$ cat config.mk
export PLATFORM = sky130hd
export DESIGN_NAME = ieu_exec
export DESIGN_NICKNAME = d
export VERILOG_FILES = /design/src/design/ieu_pkg.sv /design/src/design/ieu_exec.sv
export SDC_FILE = /design/constraint.sdc
export NUM_CORES = 1
export LEC_CHECK = 0
export ABC_AREA = 1
export BUFFER_PORTS_ARGS = -buffer_cell sky130_fd_sc_hd__buf_2
export CAP_MARGIN = 10
export CORE_ASPECT_RATIO = 0.75
export CORE_UTILIZATION = 47
export CTS_CLUSTER_SIZE = 8
export DETAILED_ROUTE_END_ITERATION = 6
export GPL_ROUTABILITY_DRIVEN = 0
export PLACE_DENSITY = 0.78
export SLEW_MARGIN = 25
export SYNTH_ARGS = -nofsm -noshare
export SYNTH_HDL_FRONTEND = slang
export SYNTH_SLANG_ARGS = --single-unit
export TNS_END_PERCENT = 100
$ cat constraint.sdc
create_clock -name aclk -period 2.6 [get_ports aclk]
set_input_delay 0.13 -clock aclk [delete_from_list [all_inputs] [get_ports aclk]]
set_output_delay 0.13 -clock aclk [all_outputs]
set_load 0.005 [all_outputs]
$ cat src/design/ieu_pkg.sv
/*
  Shared constants and types of the instruction execute unit: operation
  codes, flag layout, register offsets, reset values and port carriers.
  Assumes a single 100 MHz system clock and an AXI4-Lite register bus.
*/
package ieu_pkg;

  ////////////////////////////////////////////////////////////////////////////
  // widths and timing
  localparam int unsigned DATA_W = 8;
  localparam int unsigned MADDR_W = 8;
  localparam int unsigned PC_W = 9;
  localparam int unsigned AXI_AW = 8;
  localparam int unsigned CLK_PERIOD_NS = 10;
  // extra instruction cycle after a pc low byte write, in system clocks
  localparam logic [2:0] PCL_EXTRA_CLKS = 3'h4;
  localparam logic [MADDR_W-1:0] PCL_ADDR = 8'h02;

  ////////////////////////////////////////////////////////////////////////////
  // decimal adjust constants
  localparam logic [4:0] BCD_ADJ = 5'h06;
  localparam logic [4:0] BCD_MAX = 5'h09;

  ////////////////////////////////////////////////////////////////////////////
  // register map, byte addresses
  localparam logic [AXI_AW-1:0] REG_WORK = 8'h00;
  localparam logic [AXI_AW-1:0] REG_STATUS = 8'h04;
  localparam logic [AXI_AW-1:0] REG_WDOG = 8'h08;
  localparam logic [1:0] RESP_OKAY = 2'h0;
  localparam logic [1:0] RESP_SLVERR = 2'h2;

  ////////////////////////////////////////////////////////////////////////////
  // status flags, bit 0 is carry
  typedef struct packed {
    logic to;
    logic pd;
    logic ov;
    logic z;
    logic ac;
    logic c;
  } ieu_flags_t;
  localparam logic [DATA_W-1:0] WORK_RST = 8'h00;
  localparam ieu_flags_t FLAGS_RST = 6'h00;

  ////////////////////////////////////////////////////////////////////////////
  // operations
  typedef enum logic [4:0] {
    OP_NOP = 5'h00, OP_ADC_W = 5'h01, OP_ADC_M = 5'h02, OP_ADD_W = 5'h03,
    OP_ADD_M = 5'h04, OP_ADD_I = 5'h05, OP_AND_W = 5'h06, OP_AND_I = 5'h07,
    OP_AND_M = 5'h08, OP_CALL = 5'h09, OP_CLR_M = 5'h0a, OP_CLR_BIT = 5'h0b,
    OP_WD_KICK = 5'h0c, OP_WD_PRE1 = 5'h0d, OP_WD_PRE2 = 5'h0e,
    OP_INV_M = 5'h0f, OP_INV_W = 5'h10, OP_BCD = 5'h11, OP_DEC_M = 5'h12,
    OP_DEC_W = 5'h13, OP_HALT = 5'h14
  } ieu_op_t;

  typedef enum logic [2:0] {
    ST_RUN = 3'h1,
    ST_STALL = 3'h2,
    ST_SLEEP = 3'h4
  } ieu_state_t;

  ////////////////////////////////////////////////////////////////////////////
  // port carriers
  typedef struct packed {
    ieu_op_t op;
    logic [MADDR_W-1:0] addr;
    logic [DATA_W-1:0] imm;
    logic [2:0] bit_sel;
    logic [PC_W-1:0] target;
    logic [PC_W-1:0] pc;
  } ieu_issue_t;

  typedef struct packed {
    logic we;
    logic [MADDR_W-1:0] addr;
    logic [DATA_W-1:0] data;
  } ieu_mem_wr_t;

  typedef struct packed {
    logic we;
    logic [PC_W-1:0] data;
  } ieu_pc_t;

endpackage : ieu_pkg

$ cat src/design/ieu_exec.sv
/*
  Execute datapath of an 8-bit controller core: arithmetic, logic, clear,
  call and watchdog clear operations, with an AXI4-Lite register window.
  Assumes the operand byte of data memory is presented with the issue and
  that memory, stack and watchdog counter live outside this block.
*/
`timescale 1ns/100ps
module ieu_exec
  import ieu_pkg::*;
(
  // clock and reset
  input wire logic aclk,
  input wire logic aresetn,
  // instruction issue
  input wire logic issue_valid,
  output logic issue_ready,
  input ieu_pkg::ieu_issue_t issue,
  input wire logic [ieu_pkg::DATA_W-1:0] mem_rdata,
  // data memory write
  output ieu_pkg::ieu_mem_wr_t mem_wr,
  // return stack push and program counter load
  output ieu_pkg::ieu_pc_t stack_push,
  output ieu_pkg::ieu_pc_t pc_load,
  // watchdog and power down
  output logic wdt_clear,
  input wire logic wdt_expired,
  input wire logic wake,
  output logic clk_stop,
  // axi4-lite slave
  input wire logic [ieu_pkg::AXI_AW-1:0] s_axi_awaddr,
  input wire logic s_axi_awvalid,
  output logic s_axi_awready,
  input wire logic [31:0] s_axi_wdata,
  input wire logic [3:0] s_axi_wstrb,
  input wire logic s_axi_wvalid,
  output logic s_axi_wready,
  output logic [1:0] s_axi_bresp,
  output logic s_axi_bvalid,
  input wire logic s_axi_bready,
  input wire logic [ieu_pkg::AXI_AW-1:0] s_axi_araddr,
  input wire logic s_axi_arvalid,
  output logic s_axi_arready,
  output logic [31:0] s_axi_rdata,
  output logic [1:0] s_axi_rresp,
  output logic s_axi_rvalid,
  input wire logic s_axi_rready
);
  import ieu_pkg::*;

  ////////////////////////////////////////////////////////////////////////////
  // all state of the block
  typedef struct packed {
    ieu_state_t st;
    logic [2:0] cnt;
    logic [DATA_W-1:0] work;
    ieu_flags_t fl;
    logic mark1;
    logic mark2;
    ieu_mem_wr_t mem;
    ieu_pc_t push;
    ieu_pc_t pcld;
    logic wdt_clr;
    logic aw_held;
    logic [AXI_AW-1:0] aw_addr;
    logic w_held;
    logic [DATA_W-1:0] w_data;
    logic w_lane0;
    logic bvalid;
    logic [1:0] bresp;
    logic rvalid;
    logic [1:0] rresp;
    logic [31:0] rdata;
  } ieu_core_t;

  localparam ieu_core_t CORE_RST = '{
    st: ST_RUN, work: WORK_RST, fl: FLAGS_RST, default: '0
  };

  ieu_core_t s;
  ieu_core_t next_s;

  ////////////////////////////////////////////////////////////////////////////
  // 8-bit add returning {ov, ac, c, sum}
  function automatic logic [10:0] ieu_add8(
    input logic [7:0] a,
    input logic [7:0] b,
    input logic cin
  );
    logic [4:0] lo;
    logic [8:0] full;
    logic ov;
    lo = {1'b0, a[3:0]} + {1'b0, b[3:0]} + {4'h0, cin};
    full = {1'b0, a} + {1'b0, b} + {8'h00, cin};
    ov = (a[7] == b[7]) && (full[7] != a[7]);
    return {ov, lo[4], full[8], full[7:0]};
  endfunction : ieu_add8

  ////////////////////////////////////////////////////////////////////////////
  // scratch values of the combinational process
  logic [10:0] add_res;
  logic [7:0] add_b;
  logic add_cin;
  logic [7:0] res;
  logic wr_mem;
  logic wr_work;
  logic set_z;
  logic wd_restart;
  logic [4:0] bcd_lo;
  logic [4:0] bcd_hi;
  logic aw_go;
  logic w_go;
  logic ar_go;

  // handshake outputs
  assign issue_ready = (s.st == ST_RUN);
  assign s_axi_awready = !s.aw_held && !s.bvalid;
  assign s_axi_wready = !s.w_held && !s.bvalid;
  assign s_axi_arready = !s.rvalid;

  // registered outputs
  assign mem_wr = s.mem;
  assign stack_push = s.push;
  assign pc_load = s.pcld;
  assign wdt_clear = s.wdt_clr;
  assign clk_stop = (s.st == ST_SLEEP);
  assign s_axi_bvalid = s.bvalid;
  assign s_axi_bresp = s.bresp;
  assign s_axi_rvalid = s.rvalid;
  assign s_axi_rresp = s.rresp;
  assign s_axi_rdata = s.rdata;

  ////////////////////////////////////////////////////////////////////////////
  // next state
  always_comb
  begin
    next_s = s;
    next_s.mem.we = 1'b0;
    next_s.push.we = 1'b0;
    next_s.pcld.we = 1'b0;
    next_s.wdt_clr = 1'b0;
    res = 8'h00;
    wr_mem = 1'b0;
    wr_work = 1'b0;
    set_z = 1'b0;
    wd_restart = 1'b0;
    bcd_lo = 5'h00;
    bcd_hi = 5'h00;
    aw_go = s_axi_awvalid && s_axi_awready;
    w_go = s_axi_wvalid && s_axi_wready;
    ar_go = s_axi_arvalid && s_axi_arready;
    add_b = (issue.op == OP_ADD_I) ? issue.imm : mem_rdata;
    add_cin = ((issue.op == OP_ADC_W) || (issue.op == OP_ADC_M))
      ? s.fl.c : 1'b0;
    add_res = ieu_add8(s.work, add_b, add_cin);

    // register reads answer in the cycle after the address is taken
    if (s.rvalid && s_axi_rready)
    begin
      next_s.rvalid = 1'b0;
    end
    if (ar_go)
    begin
      next_s.rvalid = 1'b1;
      next_s.rresp = RESP_OKAY;
      unique case (s_axi_araddr)
        REG_WORK: next_s.rdata = 32'(s.work);
        REG_STATUS: next_s.rdata = 32'(s.fl);
        REG_WDOG: next_s.rdata = 32'({s.mark2, s.mark1});
        default:
        begin
          next_s.rdata = 32'h0000_0000;
          next_s.rresp = RESP_SLVERR;
        end
      endcase
    end

    // write address and data are taken in either order
    if (s.bvalid && s_axi_bready)
    begin
      next_s.bvalid = 1'b0;
    end
    if (aw_go)
    begin
      next_s.aw_held = 1'b1;
      next_s.aw_addr = s_axi_awaddr;
    end
    if (w_go)
    begin
      next_s.w_held = 1'b1;
      next_s.w_data = s_axi_wdata[DATA_W-1:0];
      next_s.w_lane0 = s_axi_wstrb[0];
    end
    if (s.aw_held && s.w_held)
    begin
      next_s.aw_held = 1'b0;
      next_s.w_held = 1'b0;
      next_s.bvalid = 1'b1;
      next_s.bresp = RESP_OKAY;
      unique case (s.aw_addr)
        REG_WORK:
        begin
          if (s.w_lane0)
          begin
            next_s.work = s.w_data;
          end
        end
        REG_STATUS:
        begin
          if (s.w_lane0)
          begin
            next_s.fl = s.w_data[5:0];
          end
        end
        REG_WDOG:
        begin
          next_s.bresp = RESP_OKAY;
        end
        default: next_s.bresp = RESP_SLVERR;
      endcase
    end

    // instruction sequencing
    unique case (s.st)
      ST_RUN:
      begin
        if (issue_valid)
        begin
          unique case (issue.op)
            OP_ADC_W, OP_ADD_W, OP_ADD_I, OP_ADC_M, OP_ADD_M:
            begin
              res = add_res[7:0];
              wr_work = (issue.op == OP_ADC_W)
                || (issue.op == OP_ADD_W)
                || (issue.op == OP_ADD_I);
              wr_mem = !wr_work;
              set_z = 1'b1;
              next_s.fl.ov = add_res[10];
              next_s.fl.ac = add_res[9];
              next_s.fl.c = add_res[8];
            end
            OP_AND_W:
            begin
              res = s.work & mem_rdata;
              wr_work = 1'b1;
              set_z = 1'b1;
            end
            OP_AND_I:
            begin
              res = s.work & issue.imm;
              wr_work = 1'b1;
              set_z = 1'b1;
            end
            OP_AND_M:
            begin
              res = s.work & mem_rdata;
              wr_mem = 1'b1;
              set_z = 1'b1;
            end
            OP_CALL:
            begin
              next_s.push.we = 1'b1;
              next_s.push.data = issue.pc + 1'b1;
              next_s.pcld.we = 1'b1;
              next_s.pcld.data = issue.target;
            end
            OP_CLR_M:
            begin
              res = 8'h00;
              wr_mem = 1'b1;
            end
            OP_CLR_BIT:
            begin
              res = mem_rdata & ~(8'h01 << issue.bit_sel);
              wr_mem = 1'b1;
            end
            OP_WD_KICK:
            begin
              wd_restart = 1'b1;
            end
            OP_WD_PRE1:
            begin
              if (s.mark2)
              begin
                wd_restart = 1'b1;
              end
              else
              begin
                next_s.mark1 = 1'b1;
              end
            end
            OP_WD_PRE2:
            begin
              if (s.mark1)
              begin
                wd_restart = 1'b1;
              end
              else
              begin
                next_s.mark2 = 1'b1;
              end
            end
            OP_INV_M:
            begin
              res = ~mem_rdata;
              wr_mem = 1'b1;
              set_z = 1'b1;
            end
            OP_INV_W:
            begin
              res = ~mem_rdata;
              wr_work = 1'b1;
              set_z = 1'b1;
            end
            OP_BCD:
            begin
              bcd_lo = {1'b0, s.work[3:0]};
              if ((bcd_lo > BCD_MAX) || s.fl.ac)
              begin
                bcd_lo = bcd_lo + BCD_ADJ;
              end
              // carry out of the low nibble feeds the high nibble
              bcd_hi = {1'b0, s.work[7:4]} + {4'h0, bcd_lo[4]};
              if ((bcd_hi > BCD_MAX) || s.fl.c)
              begin
                bcd_hi = bcd_hi + BCD_ADJ;
                next_s.fl.c = 1'b1;
              end
              res = {bcd_hi[3:0], bcd_lo[3:0]};
              wr_mem = 1'b1;
            end
            OP_DEC_M:
            begin
              res = mem_rdata - 8'h01;
              wr_mem = 1'b1;
              set_z = 1'b1;
            end
            OP_DEC_W:
            begin
              res = mem_rdata - 8'h01;
              wr_work = 1'b1;
              set_z = 1'b1;
            end
            OP_HALT:
            begin
              next_s.wdt_clr = 1'b1;
              next_s.fl.pd = 1'b1;
              next_s.fl.to = 1'b0;
              next_s.st = ST_SLEEP;
            end
            OP_NOP:
            begin
              res = 8'h00;
            end
          endcase
          if (set_z)
          begin
            next_s.fl.z = (res == 8'h00);
          end
          if (wr_work)
          begin
            next_s.work = res;
          end
          if (wr_mem)
          begin
            next_s.mem.we = 1'b1;
            next_s.mem.addr = issue.addr;
            next_s.mem.data = res;
            if (issue.addr == PCL_ADDR)
            begin
              next_s.st = ST_STALL;
              next_s.cnt = PCL_EXTRA_CLKS;
            end
          end
          if (wd_restart)
          begin
            next_s.wdt_clr = 1'b1;
            next_s.fl.pd = 1'b0;
            next_s.fl.to = 1'b0;
            next_s.mark1 = 1'b0;
            next_s.mark2 = 1'b0;
          end
        end
      end
      ST_STALL:
      begin
        // hold off the next issue for the extra instruction cycle
        next_s.cnt = s.cnt - 3'h1;
        if (s.cnt == 3'h1)
        begin
          next_s.st = ST_RUN;
        end
      end
      ST_SLEEP:
      begin
        if (wake)
        begin
          next_s.st = ST_RUN;
        end
      end
    endcase

    // an expiry in the same cycle as a clear still sets the flag
    if (wdt_expired)
    begin
      next_s.fl.to = 1'b1;
    end
  end

  ////////////////////////////////////////////////////////////////////////////
  // state register, synchronous reset
  always_ff @(posedge aclk)
  begin
    if (!aresetn)
    begin
      s <= CORE_RST;
    end
    else
    begin
      s <= next_s;
    end
  end

endmodule : ieu_exec

==> results of run 1 <==
-- power breakdown --
group / internal (mW) / total, mW / switching, mW
sequential: 1.45 / 1.49 / 0.0424
combinational: 0.249 / 0.658 / 0.409
clock: 0.870 / 1.42 / 0.548
-- how the worst min path moves through the flow --
| stage | to | slack (ns) | depth (start not counted) |
|---|---|---|---|
| after floorplan | stack_push[0] | 0.22 | 1 |
| final | pc_load[5] | 0.02 | 3 |
| after detailed placement | stack_push[0] | 0.35 | 2 |
| after CTS | s[102] | 0.01 | 3 |
| after global placement | stack_push[0] | 0.34 | 2 |
| after global routing | pc_load[2] | 0.03 | 3 |
-- cells by family (layout without fill, tap and decap cells) --
kind of cell               Yosys count  in the layout  share of synthesized area, %
buffers and inverters              202            293                          17.6
and+or+nand+nor                    427            427                          30.6
other                                1             26                        0.0625
xor gates and xnor gates            12             12                          1.75
muxes                                1              1                         0.188
DFF                                 90             90                          30.0
AOI/OAI and AO/OA                  173            173                          15.8
adders and majority gates           18             18                          4.00
-- per-layer routing --
layer,GRT usage (%),routed length (um),vias up
li1,-,-,3130
met3,4.95,1560,21
met2,36.9,6440,306
met4,4.51,180,0
met1,35.4,7620,2679
met5,0,0,-
-- state kept, by name (all words and copies together) (netlist names) --
signal	cells
stack_push	10
s_axi_rvalid	1
mem_wr	17
s_axi_bresp	1
s_axi_bvalid	1
wdt_clear	1
s_axi_rresp	1
s_axi_rdata	8
pc_load	9
s	41
-- worst min-delay path, cell delays in order --
cell and delay [ns]:
buf_2 0.07, nor4_1 0.04, nor2_1 0.08
-- cell type report --
class | count | area, um^2
fillers | 1208 | 5390
multi-input cells | 657 | 3280
flip-flops and latches | 90 | 1800
repair buffers | 173 | 953
inverters | 104 | 390
clock buffers | 10 | 239
well taps | 166 | 208
clock inverters | 6 | 88.8
-- per-stage QoR --
step	cell area [um^2]	utilization, %	hold slack (ns)
3_3_place_gp	6580	53.3	0.339
4_1_cts	6920	56.0	0.0138
2_1_floorplan	6090	-	0.220
6_report	6960	56.4	0.0194
3_5_place_dp	6580	53.3	0.354
5_1_grt	6960	56.4	0.0317
-- layout by cell type (no fill, tap or decap), types with 2 or more instances in the layout --
cell        Yosys  routed
o21ai_0        67      66
a211oi_1        6       6
o21ai_1        13      13
o22ai_1         4       4
buf_2           3     139
nor4_1         12      12
nand3_4         2       2
nor3_2          2       2
clkbuf_16       0       9
nand3_2         0       3
nor2_1        146     144
nand2_1       166     164
nand4_1         6       6
or2_2           4       4
xnor2_1         2       2
fa_1            2       2
o21a_1          2       2
a21oi_2         1       2
nand3b_1        2       2
nand2_2         4       6
nor3_1         11      11
clkinvlp_4      0       2
o211ai_1        8       8
a21oi_1        63      62
a31oi_1         4       4
ha_2            0       2
dfxtp_1        90      89
ha_1           16      14
buf_4          74      33
inv_2          11      11
conb_1          1      26
inv_1          92      92
bufinv_16       0       2
xor2_1         10      10
nand3_1        65      62
nor2_2          4       6
-- repair_timing --
item,CTS,global route
gates resized for setup,1,13
endpoints found under the setup margin,1,8
gates cloned,0,0
setup buffers,0,0
hold buffers,1,0
endpoints found under the hold margin,1,0
pin swaps,0,2
==> impl_metrics.toml, run 1 <==
[outcome]
status = "complete, no violations"

[global_route]
globalRoute.totalOverflow = 0
grt.total_usage_pct = 24.2
grt_pass1_vias = 5259
wire_length_of_the_first_global_routing_pass_um = 25600
grt_start_max_net_pins = 63
grt_antenna_before_repair = 0

[worst_setup_path]
crit_path_cell_trace = "nand4_1, fa_1, inv_1, fa_1, a31oi_1, or2_2, nand3_1, nand3_1, nor2_2, nand3_1, a21oi_2"
timing.critical_path.mode_cell = "nand3_1"
crit_arrival_ns = 2.69
reg2reg_to = "s[99]"
kind_of_critical_path = "register to register"
critical_path_buf_inv_count = 1
timing.critical_path.depth = 11
r2r_slack_ns = 0.19
timing.critical_path.required_ns = 2.88
crit_family = "simple AND/OR/NAND/NOR gates"
rr_startpoint = "s[97]"
crit_slowest_cell = "dfxtp_1"
timing.critical_path.from = "s[97]"
cpPeakStageDelay_ns = 0.43
startpoint_type = "register"
timing.critical_path.to_type = "register"
crit_path_max_fanout = 3
rr_worst_depth = 11
endpoint = "s[99]"

[floorplanning]
core-area_um2 = 12300
design.die.area_um2 = 13200
die_h_um = 99.8
num_rows = 35
io_pins = 193
die-width_um = 132
initial_core_util_pct = 48.6

[cts]
root_buffer = "clkbuf_16"
tritoncts = "done"
worst_skew_pair.late_latency_ns = 0.34
max-clock-path-buffers = 2
cts.clk_slew.worst_paths_ns = 0.07
total_clock_buffers_created_by_cts = 9
h-tree-depth = 3
tritoncts_num_sinks = 90

[synth]
netlist_top_cells_area = "dfxtp_1, nand2_1, buf_4"
yosys_warnings = 0
yosysUniqueCellTypes = 44
synth.avg_cell_area_um2 = 6.49
postSynthRegisterBits = 90
synth.cell_area_um2 = 6000
yosys.area.top_type = "dfxtp_1"
synth_enable_flop_cells = 0
synthCells = 924
async_sr_flop_fraction_pct = 0
ys.flop_type = "dfxtp_1"
synthMostInstantiatedCell = "nand2_1"
synthTopCellsByCount = "nand2_1, nor2_1, inv_1"
synth_top_area_share_pct = 30.0
synth.yosys.seq_area_share_pct = 30.0

[placed_design]
place_ws_ns = -0.0322
detailed_place_hpwl_um = 12300
count_of_buffers_from_port_buffering = 139
place.detailed.instances = 1189

[sta]
finalWorstPathRequiredPeriod_ns = 2.41
skew_ns = 0.00869
worstMarginPinSlew_ns = 0.856
setup_viol = 0
slew_violations = 0
fmax_mhz = 415
finalSetupTns_ns = 0
final_setup_slack_of_the_worst_path_ns = 0.188
hold_violations = 0
timing.slew.headroom_pct = 42.6
min_period_over_period_pct = 92.8

[job]
drv.max_cap_violation_count = 0

[layout]
finish.cell_count_without_fillers = 1206
antennaDiodeCount = 0
area.growth.synth_to_final_pct = 16.0
finalNetCount = 1165
drive_above_1_share_pct = 22.4

[hold_path]
hold_start = "issue[14]"
min-delay-path-class = "input port to register"

[pwr]
p_per_area_nw_per_um2 = 513
totalPowerFinal_mw = 3.57
power_leakage_nw = 3.55
vdd_drop_max_mv = 0.358

[route]
remaining_drc_errors = 0
routedWlPerCell_um = 13.1
routed_wirelength_um = 15800
drt_first_pass_iters = 5
dr.first_iter.drc_count = 570
antenna_left = 0
route.vias.total = 6136
vias_per_instance = 5.09
Power figures use the tool's default switching activity.
==> run 2: changes to the inputs <==
Settings changed: CORE_MARGIN from default to 2.
==> run 2 against run 1 <==
Compared with the run above:
- worst setup slack gained 0.014 ns
- clock skew about the same
- critical endpoint unchanged
- routed wire length increased by 2.8%
- sequential cell count unchanged
==> impl_metrics.toml, run 2 (same netlist as run 1, synthesis figures left out) <==
[cts]
h-tree-depth = 3
cts.clk_slew.worst_paths_ns = 0.07
root_buffer = "clkbuf_16"
tritoncts = "done"
total_clock_buffers_created_by_cts = 9
max-clock-path-buffers = 2
worst_skew_pair.late_latency_ns = 0.35
tritoncts_num_sinks = 90

[layout]
flip_flop_count_of_the_largest_register_all_copies_and_words_added = 41
finalNetCount = 1169
n_fill_cell = 1217
mostFrequentLayoutCell = "nand2_1"
mostFrequentLayoutCells = "nand2_1, nor2_1, buf_2"
antennaDiodeCount = 0
seq_area_um2 = 1800
max_flop_register = "s"
multi_input_area_um2 = 3290
drive_above_1_share_pct = 22.8
area.growth.synth_to_final_pct = 16.4
fin_util_pct = 56.5

[worst_setup_path]
timing.critical_path.required_ns = 2.88
crit_path_max_fanout = 4
timing.critical_path.to_type = "register"
crit_arrival_ns = 2.68
kind_of_critical_path = "register to register"
startpoint_type = "register"

[sta]
min_period_over_period_pct = 92.3
holdWs_ns = 0.0110
slew_violations = 0
hold_violations = 0
setup_viol = 0
setup_repair_after_global_routing_missed_its_margin = "false"
finalWorstPathRequiredPeriod_ns = 2.40
skew_ns = 0.00873
final_setup_slack_of_the_worst_path_ns = 0.201
fmax_mhz = 417
worstMarginPinSlew_ns = 0.784
timing.slew.headroom_pct = 47.4

[pwr]
share_seq_of_total_power_pct = 42.5
power_leakage_nw = 3.57
combPwrFrac_pct = 19.0
power_frac_clock_pct = 38.5
total_switching_power_mw = 1.04
p_per_area_nw_per_um2 = 503
switching_share_pct = 29.7
vdd_drop_max_mv = 0.360
power_report.internal_total_mw = 2.47

[floorplanning]
initial_core_util_pct = 48.6
die-width_um = 134
core-area_um2 = 12300
io_pins = 193
design.die.area_um2 = 13700
die_h_um = 102
num_rows = 35

[route]
routed_wirelength_um = 16200
remaining_drc_errors = 0
antenna_left = 0
routedWlPerCell_um = 13.4
vias_per_instance = 5.08
drt_first_pass_iters = 5
dr.first_iter.drc_count = 518
route.vias.total = 6141

[global_route]
grt_pass1_vias = 5405
globalRoute.totalOverflow = 0
grt.total_usage_pct = 24.1
grt_antenna_before_repair = 0
grt_start_max_net_pins = 63
wire_length_of_the_first_global_routing_pass_um = 26200

[placed_design]
count_of_buffers_from_port_buffering = 139
place_ws_ns = -0.0211
detailed_place_hpwl_um = 12600

[outcome]
status = "complete, no violations"

[hold_path]
min-delay-path-class = "input port to register"

[job]
drv.max_cap_violation_count = 0
## run 2: worst max-delay path: stages, from the launching register on
cell and delay [ns]:
dfxtp_2 0.33, o21ai_2 0.15, inv_1 0.06, ha_2 0.19, ha_2 0.18, inv_1 0.05
nand2_1 0.06, and2_4 0.18, ha_1 0.20, nand2_1 0.09, nand3_2 0.12, nand2_2 0.11
nand2_1 0.07, nand3_2 0.08, nand3_4 0.10, nor2_2 0.12, nand3_1 0.08, a21oi_1 0.14
## run 2: power groups by stage
stage / Clock, mW / Combinational [mW] / Sequential [mW]
after global placement: 0 / 0.637 / 1.52
after CTS: 1.37 / 0.651 / 1.49
after floorplan: 0 / 0.457 / 1.51
after global routing: 1.43 / 0.749 / 1.50
final: 1.35 / 0.666 / 1.49
after detailed placement: 0 / 0.646 / 1.52
## run 2: repair_timing
item	CTS	global route
setup buffers	0	0
hold endpoints to repair	1	0
pin swaps	0	7
cloned	0	0
hold buffers	1	0
gates resized for setup	1	15
endpoints found under the setup margin	3	8
## run 2: per-stage QoR
stage	power (mW)	setup TNS, ns	cell area [um^2]	cells
floorplan	1.97	0	6090	949
global placement	2.16	0	6610	1193
detailed placement	2.17	-0.0211	6610	1193
CTS	3.51	0	6930	1210
global route	3.68	0	6980	1210
finish	3.51	0	6980	1210
## run 2: final cells by class
class,instances,share of cell area [%]
multi-input combinational,657,47.1
clock inverter,7,1.17
timing repair buffer,177,14.1
clock buffer,9,3.23
inverter,104,5.59
sequential,90,25.8
tap,166,2.98
## run 2: path summary, 6_finish.rpt
kind                from     end  slack [ns]  cells after the start
min reg2reg       s[112]  s[112]        0.46                      2
max               s[104]   s[99]        0.20                     17
max reg2reg       s[104]   s[99]        0.20                     17
min          wdt_expired  s[102]        0.01                      3
## run 2: metal layers
metal / track usage [%] / vias to the layer above / wire (um)
met1: 34.9 / 2688 / 7750
met3: 5.80 / 23 / 1650
li1: - / 3136 / -
met4: 5.51 / 0 / 194
met5: 0 / - / 0
met2: 36.3 / 294 / 6650
